File: src/rtl/pdmr_pkg.sv
package pdmr_pkg;

   localparam int ADDR_W = 12;
   localparam int CHAN_NUM = 16;
   localparam int CHANNEL_INDEX_W = 4;
   localparam int EVT_NUM = 3;

   // Register byte offsets
   localparam logic [ADDR_W-1:0] OFS_START = 12'h000;
   localparam logic [ADDR_W-1:0] OFS_STOP = 12'h004;
   localparam logic [ADDR_W-1:0] OFS_SUB_START = 12'h080;
   localparam logic [ADDR_W-1:0] OFS_SUB_STOP = 12'h084;
   localparam logic [ADDR_W-1:0] OFS_EVT_BEGAN = 12'h100;
   localparam logic [ADDR_W-1:0] OFS_EVT_HALTED = 12'h104;
   localparam logic [ADDR_W-1:0] OFS_EVT_DONE = 12'h108;
   localparam logic [ADDR_W-1:0] OFS_PUB_BEGAN = 12'h180;
   localparam logic [ADDR_W-1:0] OFS_PUB_HALTED = 12'h184;
   localparam logic [ADDR_W-1:0] OFS_PUB_DONE = 12'h188;
   localparam logic [ADDR_W-1:0] OFS_INTERRUPT_ENABLE = 12'h300;
   localparam logic [ADDR_W-1:0] OFS_INTERRUPT_ENABLE_SET = 12'h304;
   localparam logic [ADDR_W-1:0] OFS_INTERRUPT_ENABLE_CLR = 12'h308;
   localparam logic [ADDR_W-1:0] OFS_ENABLE = 12'h500;
   localparam logic [ADDR_W-1:0] OFS_CLK_CTRL = 12'h504;
   localparam logic [ADDR_W-1:0] OFS_ROUTING = 12'h508;
   localparam logic [ADDR_W-1:0] OFS_GAIN_L = 12'h518;
   localparam logic [ADDR_W-1:0] OFS_GAIN_R = 12'h51C;
   localparam logic [ADDR_W-1:0] OFS_RATIO = 12'h520;
   localparam logic [ADDR_W-1:0] OFS_PSEL_CLK = 12'h540;
   localparam logic [ADDR_W-1:0] OFS_PSEL_DIN = 12'h544;
   localparam logic [ADDR_W-1:0] OFS_BUF_PTR = 12'h560;
   localparam logic [ADDR_W-1:0] OFS_BUF_CNT = 12'h564;

   // Field positions and masks
   localparam int EN_BIT = 31;
   localparam logic [31:0] LINK_MASK = 32'h8000000F;
   localparam int EVT_BEGAN = 0;
   localparam int EVT_HALTED = 1;
   localparam int EVT_DONE = 2;
   localparam int MONO_BIT = 0;
   localparam logic [31:0] RST_ZERO = 32'h00000000;
   localparam logic [31:0] WORD_BYTES = 32'h00000004;
   localparam logic [31:0] SAMPLES_PER_WORD = 32'h00000002;

   typedef enum logic {
      ST_IDLE = 1'b0,
      ST_RUN = 1'b1
   } pdmr_state_type;

   typedef struct packed {
      pdmr_state_type state;
      logic waitReq;
      logic [31:0] rdata;
      logic [31:0] subStart;
      logic [31:0] subStop;
      logic [EVT_NUM-1:0] flags;
      logic [EVT_NUM-1:0][31:0] pub;
      logic [EVT_NUM-1:0] interrupt_enable;
      logic [31:0] enable;
      logic [31:0] clkCtrl;
      logic [31:0] routing;
      logic [31:0] left_gain;
      logic [31:0] right_gain;
      logic [31:0] ratio;
      logic [31:0] pselClk;
      logic [31:0] pselDin;
      logic [31:0] bufPtr;
      logic [31:0] bufCnt;
      logic [31:0] activePtr;
      logic [31:0] writeAddr;
      logic [31:0] sampCnt;
      logic halfHeld;
      logic [15:0] heldLeft;
      logic stopPend;
      logic memWrite;
      logic [31:0] memAddr;
      logic [31:0] memData;
      logic [CHAN_NUM-1:0] publish;
      logic irq;
   } pdmr_regs_type;

endpackage

File: src/rtl/pdmr_regs.sv
// Overview of operation
// - Write one to start begins sampling
// - Write one to stop requests halt
// - Enabled start subscription channel triggers start
// - Enabled stop subscription channel triggers stop
// - Began flag set when transfer starts
// - Halted flag set when a stop task ends activity
// - Done flag set on last buffer sample
// - Per-event publication onto chosen channel
// - Interrupt enable, set and clear registers
// - Module enable switches interface on
// - Routing register selects stereo or mono
// - Separate left and right gain registers
// - Clock and data pin select registers
// - Buffer pointer register for sample writes
// - Buffer sample count register
// - Stop waits for current frame end
// - Buffer pointer double-buffered while running
// - After done, continue into next buffer
// - Stereo packs R high, L low; mono two lefts
`timescale 1ns/1ps
`default_nettype none
module pdmr_regs (
   input wire logic mclk, // System clock
   input wire logic resetn, // Asynchronous reset, active low
   input wire logic [pdmr_pkg::ADDR_W-1:0] address, // Avalon byte address
   input wire logic read, // Avalon read request
   input wire logic write, // Avalon write request
   input wire logic [31:0] writedata, // Avalon write data
   input wire logic [3:0] byteenable, // Avalon byte lanes
   output logic [31:0] readdata, // Avalon read data
   output logic waitrequest, // Avalon wait request
   input wire logic [pdmr_pkg::CHAN_NUM-1:0] chanEvents, // Interconnect channel pulses
   output logic [pdmr_pkg::CHAN_NUM-1:0] chanPublish, // Published event pulses
   input wire logic sampleStrobe, // Filter output sample pair valid
   input wire logic [15:0] leftSample, // Left filtered sample
   input wire logic [15:0] rightSample, // Right filtered sample
   output logic memWrite, // Sample word write strobe
   output logic [31:0] memAddr, // Sample word byte address
   output logic [31:0] memData, // Packed sample word
   output logic running, // Transfer active
   output logic moduleEnabled, // Module enable bit
   output logic irq // Pending enabled event
);
   import pdmr_pkg::*;

   pdmr_regs_type r_reg;
   pdmr_regs_type r_next;
   logic wAcc;
   logic startTask;
   logic stopTask;
   logic stopNow;
   logic wordDone;
   logic [31:0] wordData;
   logic [EVT_NUM-1:0] evt;
   logic [31:0] mask;

   function automatic logic [31:0] merge(input logic [31:0] old, input logic [31:0] wd, input logic [31:0] m);
      merge = (old & ~m) | (wd & m);
   endfunction

   always_comb begin
      r_next = r_reg;
      mask = {{8{byteenable[3]}}, {8{byteenable[2]}}, {8{byteenable[1]}}, {8{byteenable[0]}}};
      wAcc = write & ~r_reg.waitReq;
      evt = '0;
      wordDone = 1'b0;
      wordData = RST_ZERO;
      stopNow = 1'b0;

      // One wait cycle per request, then a single ready cycle
      r_next.waitReq = ~((read | write) & r_reg.waitReq);

      // Read data latched in the wait cycle, stands at the ready edge
      unique case (address)
         OFS_SUB_START: r_next.rdata = r_reg.subStart;
         OFS_SUB_STOP: r_next.rdata = r_reg.subStop;
         OFS_EVT_BEGAN: r_next.rdata = {31'h00000000, r_reg.flags[EVT_BEGAN]};
         OFS_EVT_HALTED: r_next.rdata = {31'h00000000, r_reg.flags[EVT_HALTED]};
         OFS_EVT_DONE: r_next.rdata = {31'h00000000, r_reg.flags[EVT_DONE]};
         OFS_PUB_BEGAN: r_next.rdata = r_reg.pub[EVT_BEGAN];
         OFS_PUB_HALTED: r_next.rdata = r_reg.pub[EVT_HALTED];
         OFS_PUB_DONE: r_next.rdata = r_reg.pub[EVT_DONE];
         OFS_INTERRUPT_ENABLE, OFS_INTERRUPT_ENABLE_SET, OFS_INTERRUPT_ENABLE_CLR: r_next.rdata = {29'h00000000, r_reg.interrupt_enable};
         OFS_ENABLE: r_next.rdata = r_reg.enable;
         OFS_CLK_CTRL: r_next.rdata = r_reg.clkCtrl;
         OFS_ROUTING: r_next.rdata = r_reg.routing;
         OFS_GAIN_L: r_next.rdata = r_reg.left_gain;
         OFS_GAIN_R: r_next.rdata = r_reg.right_gain;
         OFS_RATIO: r_next.rdata = r_reg.ratio;
         OFS_PSEL_CLK: r_next.rdata = r_reg.pselClk;
         OFS_PSEL_DIN: r_next.rdata = r_reg.pselDin;
         OFS_BUF_PTR: r_next.rdata = r_reg.bufPtr;
         OFS_BUF_CNT: r_next.rdata = r_reg.bufCnt;
         default: r_next.rdata = RST_ZERO;
      endcase

      // Configuration writes; task registers read as zero
      if (wAcc) begin
         unique case (address)
            OFS_SUB_START: r_next.subStart = merge(r_reg.subStart, writedata, mask) & LINK_MASK;
            OFS_SUB_STOP: r_next.subStop = merge(r_reg.subStop, writedata, mask) & LINK_MASK;
            OFS_PUB_BEGAN: r_next.pub[EVT_BEGAN] = merge(r_reg.pub[EVT_BEGAN], writedata, mask) & LINK_MASK;
            OFS_PUB_HALTED: r_next.pub[EVT_HALTED] = merge(r_reg.pub[EVT_HALTED], writedata, mask) & LINK_MASK;
            OFS_PUB_DONE: r_next.pub[EVT_DONE] = merge(r_reg.pub[EVT_DONE], writedata, mask) & LINK_MASK;
            OFS_INTERRUPT_ENABLE: if (byteenable[0]) r_next.interrupt_enable = writedata[EVT_NUM-1:0];
            OFS_INTERRUPT_ENABLE_SET: if (byteenable[0]) r_next.interrupt_enable = r_reg.interrupt_enable | writedata[EVT_NUM-1:0];
            OFS_INTERRUPT_ENABLE_CLR: if (byteenable[0]) r_next.interrupt_enable = r_reg.interrupt_enable & ~writedata[EVT_NUM-1:0];
            OFS_ENABLE: r_next.enable = merge(r_reg.enable, writedata, mask);
            OFS_CLK_CTRL: r_next.clkCtrl = merge(r_reg.clkCtrl, writedata, mask);
            OFS_ROUTING: r_next.routing = merge(r_reg.routing, writedata, mask);
            OFS_GAIN_L: r_next.left_gain = merge(r_reg.left_gain, writedata, mask);
            OFS_GAIN_R: r_next.right_gain = merge(r_reg.right_gain, writedata, mask);
            OFS_RATIO: r_next.ratio = merge(r_reg.ratio, writedata, mask);
            OFS_PSEL_CLK: r_next.pselClk = merge(r_reg.pselClk, writedata, mask);
            OFS_PSEL_DIN: r_next.pselDin = merge(r_reg.pselDin, writedata, mask);
            OFS_BUF_PTR: r_next.bufPtr = merge(r_reg.bufPtr, writedata, mask);
            OFS_BUF_CNT: r_next.bufCnt = merge(r_reg.bufCnt, writedata, mask);
            default: r_next.enable = r_reg.enable;
         endcase
      end

      // Tasks from the bus or from a subscribed channel
      startTask = (wAcc & (address == OFS_START) & byteenable[0] & writedata[0])
         | (r_reg.subStart[EN_BIT] & chanEvents[r_reg.subStart[CHANNEL_INDEX_W-1:0]]);
      stopTask = (wAcc & (address == OFS_STOP) & byteenable[0] & writedata[0])
         | (r_reg.subStop[EN_BIT] & chanEvents[r_reg.subStop[CHANNEL_INDEX_W-1:0]]);

      // Sample packing
      if (r_reg.routing[MONO_BIT]) begin
         wordDone = sampleStrobe & r_reg.halfHeld;
         wordData = {leftSample, r_reg.heldLeft};
      end else begin
         wordDone = sampleStrobe;
         wordData = {rightSample, leftSample};
      end

      r_next.memWrite = 1'b0;
      unique case (r_reg.state)
         ST_IDLE: begin
            if (startTask & r_reg.enable[0]) begin
               r_next.state = ST_RUN;
               r_next.activePtr = r_reg.bufPtr;
               r_next.writeAddr = r_reg.bufPtr;
               r_next.sampCnt = RST_ZERO;
               r_next.halfHeld = 1'b0;
               r_next.stopPend = 1'b0;
               evt[EVT_BEGAN] = 1'b1;
            end else if (stopTask) begin
               evt[EVT_HALTED] = 1'b1;
            end
         end
         ST_RUN: begin
            stopNow = r_reg.stopPend | stopTask;
            if (stopTask) begin
               r_next.stopPend = 1'b1;
            end
            if (!r_reg.enable[0]) begin
               r_next.state = ST_IDLE;
            end else if (sampleStrobe & !wordDone) begin
               r_next.heldLeft = leftSample;
               r_next.halfHeld = 1'b1;
            end else if (wordDone) begin
               r_next.halfHeld = 1'b0;
               r_next.memWrite = 1'b1;
               r_next.memAddr = r_reg.writeAddr;
               r_next.memData = wordData;
               r_next.writeAddr = r_reg.writeAddr + WORD_BYTES;
               r_next.sampCnt = r_reg.sampCnt + SAMPLES_PER_WORD;
               if (stopNow) begin
                  evt[EVT_DONE] = 1'b1;
                  evt[EVT_HALTED] = 1'b1;
                  r_next.state = ST_IDLE;
               end else if (r_reg.sampCnt + SAMPLES_PER_WORD >= r_reg.bufCnt) begin
                  evt[EVT_DONE] = 1'b1;
                  evt[EVT_BEGAN] = 1'b1;
                  r_next.activePtr = r_reg.bufPtr;
                  r_next.writeAddr = r_reg.bufPtr;
                  r_next.sampCnt = RST_ZERO;
               end
            end
         end
      endcase

      // Sticky flags: hardware set wins over a software clear
      for (int i = 0; i < EVT_NUM; i++) begin
         if (wAcc & byteenable[0] & (address == OFS_EVT_BEGAN + ADDR_W'(4 * i))) begin
            r_next.flags[i] = writedata[0];
         end
         if (evt[i]) begin
            r_next.flags[i] = 1'b1;
         end
      end

      r_next.publish = '0;
      for (int i = 0; i < EVT_NUM; i++) begin
         if (evt[i] & r_reg.pub[i][EN_BIT]) begin
            r_next.publish[r_reg.pub[i][CHANNEL_INDEX_W-1:0]] = 1'b1;
         end
      end

      r_next.irq = |(r_reg.flags & r_reg.interrupt_enable);
   end

   always_ff @(posedge mclk or negedge resetn) begin
      if (!resetn) begin
         r_reg <= '0;
         r_reg.waitReq <= 1'b1;
      end else begin
         r_reg <= r_next;
      end
   end

   assign readdata = r_reg.rdata;
   assign waitrequest = r_reg.waitReq;
   assign chanPublish = r_reg.publish;
   assign memWrite = r_reg.memWrite;
   assign memAddr = r_reg.memAddr;
   assign memData = r_reg.memData;
   assign running = r_reg.state == ST_RUN;
   assign moduleEnabled = r_reg.enable[0];
   assign irq = r_reg.irq;
endmodule
`default_nettype wire

File: config.mk
export PLATFORM = sky130hd
export DESIGN_NAME = pdmr_regs
export DESIGN_NICKNAME = d
export VERILOG_FILES = /design/src/rtl/pdmr_pkg.sv /design/src/rtl/pdmr_regs.sv
export SDC_FILE = /design/constraint.sdc
export NUM_CORES = 1
export LEC_CHECK = 0
export BUFFER_PORTS_ARGS = -buffer_cell sky130_fd_sc_hd__buf_2
export CORE_ASPECT_RATIO = 1.4
export CORE_MARGIN = 2
export CORE_UTILIZATION = 54
export CTS_CLUSTER_DIAMETER = 120
export CTS_CLUSTER_SIZE = 14
export DETAILED_ROUTE_END_ITERATION = 7
export GPL_TIMING_DRIVEN = 1
export PLACE_DENSITY = 0.84
export REMOVE_ABC_BUFFERS = 1
export SLEW_MARGIN = 20
export SYNTH_ARGS = -nofsm -noshare
export SYNTH_HDL_FRONTEND = slang
export SYNTH_SLANG_ARGS = --single-unit
File: constraint.sdc
create_clock -name mclk -period 8 [get_ports mclk]
set_input_delay 0.4 -clock mclk [delete_from_list [all_inputs] [get_ports mclk]]
set_output_delay 0.4 -clock mclk [all_outputs]
set_load 0.05 [all_outputs]
Word-level counts from Yosys, hierarchy flattened. Index checks and enable logic that the tools add are counted.

Output and inout bits: 117. Logic and storage cells: 231. Input port bits: 101. Bits in registers: 549.

Add/subtract/negate cells: 2. Equality and inequality tests: 31. Muxes and demuxes: 59. Order comparisons: 9. Bitwise gates (word level): 66. Reduce and logical (&&, ||, !) cells: 32.

Operator list (count): one-hot mux 32 bit (19 select lines) (1); bitwise AND 32 bit (16); OR 32 bit (15); two-way mux 65 bit (6); two-way mux 64 bit (3); one-hot mux 65 bit (2 select lines) (1); equality test 12 x 11 -> 1 bit (second input constant) (10); two-way mux 81 bit (1); equality test 12 x 9 -> 1 bit (second input constant) (6); two-way mux 16 bit (4); equality test 12 x 10 -> 1 bit (second input constant) (3); adder 32 x 2 -> 32 bit (second input constant) (1); adder 32 x 3 -> 32 bit (second input constant) (1); >= comparator 32 bit (1); two-way mux 32 bit (1); inverter 32 bit (1); OR 16 bit (2); AND reduction 2 bit (16); two-way mux 1 bit (27); less-than comparator 4 x 5 -> 1 bit (second input constant) (5); equality test 12 x 8 -> 1 bit (second input constant) (2); bitwise AND 1 bit (20); two-way mux 3 bit (6); demux 1 bit (select 4 bit) (3); 23 further kinds (47).

Depth between registers and ports, before layout.
Depth after elaboration: 18. Depth in mapped cells: 19. Gate-level depth less buffers: 17.

Worst setup path after synthesis. Ideal clock, no wire load.

Kind: register to register. Start: register r_reg[101] in the netlist's numbering. End: register r_reg, in the netlist chanPublish[1]. Data arrival time: 4.220 ns. Period minus slack after synthesis: 4.311 ns. Stages on the path, launching flop included: 19. Path slack: 3.689 ns. Data required time: 7.910 ns. Buffers on the path: 1. Cells stage by stage: dfrtp_1 > ha_1 > and3_1 > and4_1 > and2_1 > clkbuf_1 > nand4_1 > nor2b_1 > and3_1 > xor2_1 > ha_1 > nand4_1 > nor4_1 > and4_1 > o41a_1 > nor2_1 > a21oi_2 > or3b_1 > o221ai_1.

RTL lines: start: declaration (line pdmr_regs.sv:47) `pdmr_regs_type r_reg;`; start signal: assignment (line pdmr_regs.sv:210) `r_reg <= r_next;`.

==> results.md <==
* Static Leak at 13.9 nW
* DPL Wire Length at 48300 um
* Largest net degree at the start of global routing at 187
* Initial antenna violation count at 8
* Clk_skew at 30.7 ps
* Post-synthesis sequential area ratio at 0.518
* Rel. slew slack at 0.173
* # rows at 96
* Final non-filler cell total at 3015
* Hold violation count in the final report at 0
* Worst path depth at 18
* Die area at 50900 um2
* Cell breakdown of the critical path: ha_1 -> and3_1 -> and4_1 -> and2_1 -> nand4_1 -> nor2b_1 -> and3_1 -> xor2_1 -> ha_1 -> nand4_1 -> nor4_1 -> and4_1 -> o41a_1 -> o21ai_4 -> o21ai_2 -> buf_4 -> nand4bb_1 -> o221ai_1
* Max FO, Critical Path at 23
* Delay-heaviest family, CP: simple AND/OR/NAND/NOR gates
* CTS Buf Count at 45
* Initial core utilization at 0.543
* Syn Std Cell Area at 26500 um2
* Vias in the first global route at 19518
* First-pass GRT wire length at 107000 um
* Die Y at 266 um
* PnR worst setup slack at 2580 ps
* Initial DRC Count at 1921
* Synth top area share at 0.517
* Area grow syn2layout at 7.84%
* Synth cell types at 78
* RSZ-0062 raised after global routing: false
* Clock tree buffer depth at 3
* Detail Route Antenna Nets at 0
* Slew Limit Fails at 0
* Reg clk slew, reported paths at 70 ps
* M1 wire length at 26000 um
* Util after Layout at 0.586
* RD Place Congestion at 0.951
* Critical Path AT at 5910 ps
* Place WS at 2680 ps
* CTS tree: done
* Routed WL at 69100 um
* Die W at 191 um
* Part of the cycle the worst path needs at 0.677
* Cell Area, Placed at 27300 um2
* Vias at 19037
* Power density over the cells at 173 nW/um2
* I/O Buffers at 217
* FMAX at 185 MHz
* CTS Root Buffer Type: clkbuf_16
* R2R depth at 18
* Setup crit end kind: flip-flop
* Max reg flops at 431
* H-tree Lvls at 2
* Seq cells post-synth at 548
* Clk Latency, worst-skew pair at 600 ps
* Setup TNS at 0 ps
* Asr flop ratio synth at 1.00
* Worst vdd ir at 0.155 mV
* Total congestion overflow at 0
* Dominant synthesized flop cell: dfrtp_1
* Overall Global Routing Usage at 0.269
* Design Area, Final at 28600 um2
* Drt via density at 6.31
* Routed wl met3 at 4880 um
* Synth top area cells: dfrtp_1 52%, mux2_2 15%, nand2_1 4.3%
* Share of cells above drive strength 1 at 0.293
* Highest metal used: met5
* Mapped Cells at 2322
* Critical path's largest stage delay at 430 ps
* Critical path's slowest cell: dfrtp_1
* Met2 Wirelength at 34800 um
* DR pass1 iterations at 8
* WP buf/inv at 1
* CP Class: flip-flop to flip-flop
* Run status: complete, no violations
* Minimum clock period at 5420 ps
* Hold Path Class: input pin to flip-flop
* Crit start category: flip-flop
* DRC at 0
* Final #Nets at 2498
* Final Setup Violations at 0
* Sink Count at 548
* Routed wire length per instance at 22.9 um
* Core box area at 48800 um2
* Yosys warning total at 0
* CP required at 8490 ps
* Max cap viols at 0
* Number of synthesized flops with an enable pin at 0
* Cell taking the most area after synthesis: dfrtp_1
* Hold Crit Depth at 2
* IO Count at 218
* Worst slew pin tran at 1230 ps
* Placed Cells at 2950
* Mean post-synth cell area at 11.4 um2
-- final cells by class --
| type | instances | area [um2] |
|---|---|---|
| fill | 3919 | 20200 |
| sequential | 548 | 13700 |
| multi-input combinational | 1484 | 11300 |
| timing repair buffer | 246 | 1350 |
| clock buffer | 53 | 1160 |
| tap | 637 | 797 |
| inverter | 39 | 146 |
| clock inverter | 4 | 82.6 |
| antenna | 4 | 10.0 |
-- path summary, 6_finish.rpt --
path / endpoint / startpoint / slack (ps)
max: chanPublish[8] / r_reg[101] / 2580
min: r_reg[94] / leftSample[11] / 80
max reg2reg: chanPublish[8] / r_reg[101] / 2580
min reg2reg: memAddr[0] / memAddr[0] / 470
max in group asynchronous: r_reg[508] / resetn / 5540
min in group asynchronous: r_reg[393] / resetn / 420
-- cell usage after synthesis, types with 8 or more instances --
| cell | instances |
|---|---|
| o31ai_1 | 12 |
| inv_1 | 38 |
| a22o_1 | 11 |
| a21oi_1 | 37 |
| nand2b_1 | 13 |
| and3_1 | 25 |
| dfrtp_1 | 547 |
| o221ai_1 | 8 |
| xor2_1 | 14 |
| nand4_1 | 29 |
| buf_2 | 14 |
| nand3_1 | 89 |
| clkbuf_1 | 87 |
| nor2b_1 | 14 |
| mux2_2 | 362 |
| nor2_1 | 46 |
| buf_1 | 35 |
| nand2_1 | 301 |
| buf_4 | 114 |
| nor4_1 | 9 |
| mux2i_1 | 76 |
| a222oi_1 | 33 |
| nor3_1 | 17 |
| a221o_1 | 18 |
| o21ai_0 | 101 |
| xnor2_1 | 23 |
| and4_1 | 8 |
| a22oi_1 | 36 |
| ha_1 | 33 |
| and2_1 | 10 |
| a31oi_1 | 11 |
| a221oi_1 | 37 |
-- layout by cell type (no fill, tap or decap), types with 9 or more instances in the layout --
cell / synthesis / layout
dfrtp_1: 547 / 546
mux2_2: 362 / 362
nand2_1: 301 / 301
buf_2: 14 / 216
o21ai_0: 101 / 101
nand3_1: 89 / 88
mux2i_1: 76 / 76
clkbuf_16: 0 / 45
nor2_1: 46 / 43
inv_1: 38 / 38
a221oi_1: 37 / 37
a21oi_1: 37 / 37
a22oi_1: 36 / 36
a222oi_1: 33 / 33
ha_1: 33 / 33
nand4_1: 29 / 29
and3_1: 25 / 25
buf_4: 114 / 24
xnor2_1: 23 / 23
a221o_1: 18 / 18
nor3_1: 17 / 15
nor2b_1: 14 / 14
xor2_1: 14 / 14
nand2b_1: 13 / 13
o31ai_1: 12 / 12
a22o_1: 11 / 11
a31oi_1: 11 / 11
and2_1: 10 / 10
nor4_1: 9 / 9
-- layer usage --
layer | global-route usage | vias to the layer above
li1 | - | 8381
met1 | 0.323 | 9564
met2 | 0.466 | 869
met3 | 0.0400 | 211
met4 | 0.137 | 12
met5 | 0 | -
-- report_power, final --
group | leakage [nW] | switching, mW | internal [mW]
sequential | 7.63 | 0.00267 | 2.77
clock | 0.599 | 0.986 | 1.03
combinational | 5.72 | 0.125 | 0.0422
total | 13.9 | 1.11 | 3.84
-- kinds of logic after synthesis --
| logic type | synth area share |
|---|---|
| xor gates and xnor gates | 0.0122 |
| DFF | 0.518 |
| muxes | 0.188 |
| and+or+nand+nor | 0.112 |
| adders and majority gates | 0.0156 |
| buffers and inverters | 0.0582 |
| AOI/OAI and AO/OA | 0.0962 |
-- through the flow --
stage / hold WS (ps) / power, mW
6_report: 80.2 / 4.96
5_1_grt: 64.7 / 5.12
4_1_cts: 51.3 / 4.99
3_5_place_dp: 457 / 2.99
3_3_place_gp: 455 / 2.99
2_1_floorplan: 104 / 2.86
-- repair_timing --
| item | in CTS | in global routing |
|---|---|---|
| hold endpoints to repair | 101 | 0 |
| endpoints found under the setup margin | 0 | 0 |
| hold buffers | 3 | 0 |
| buffers inserted | 0 | 0 |
| resized for setup | 0 | 0 |
No activity file was read; power rests on OpenSTA's default activity.
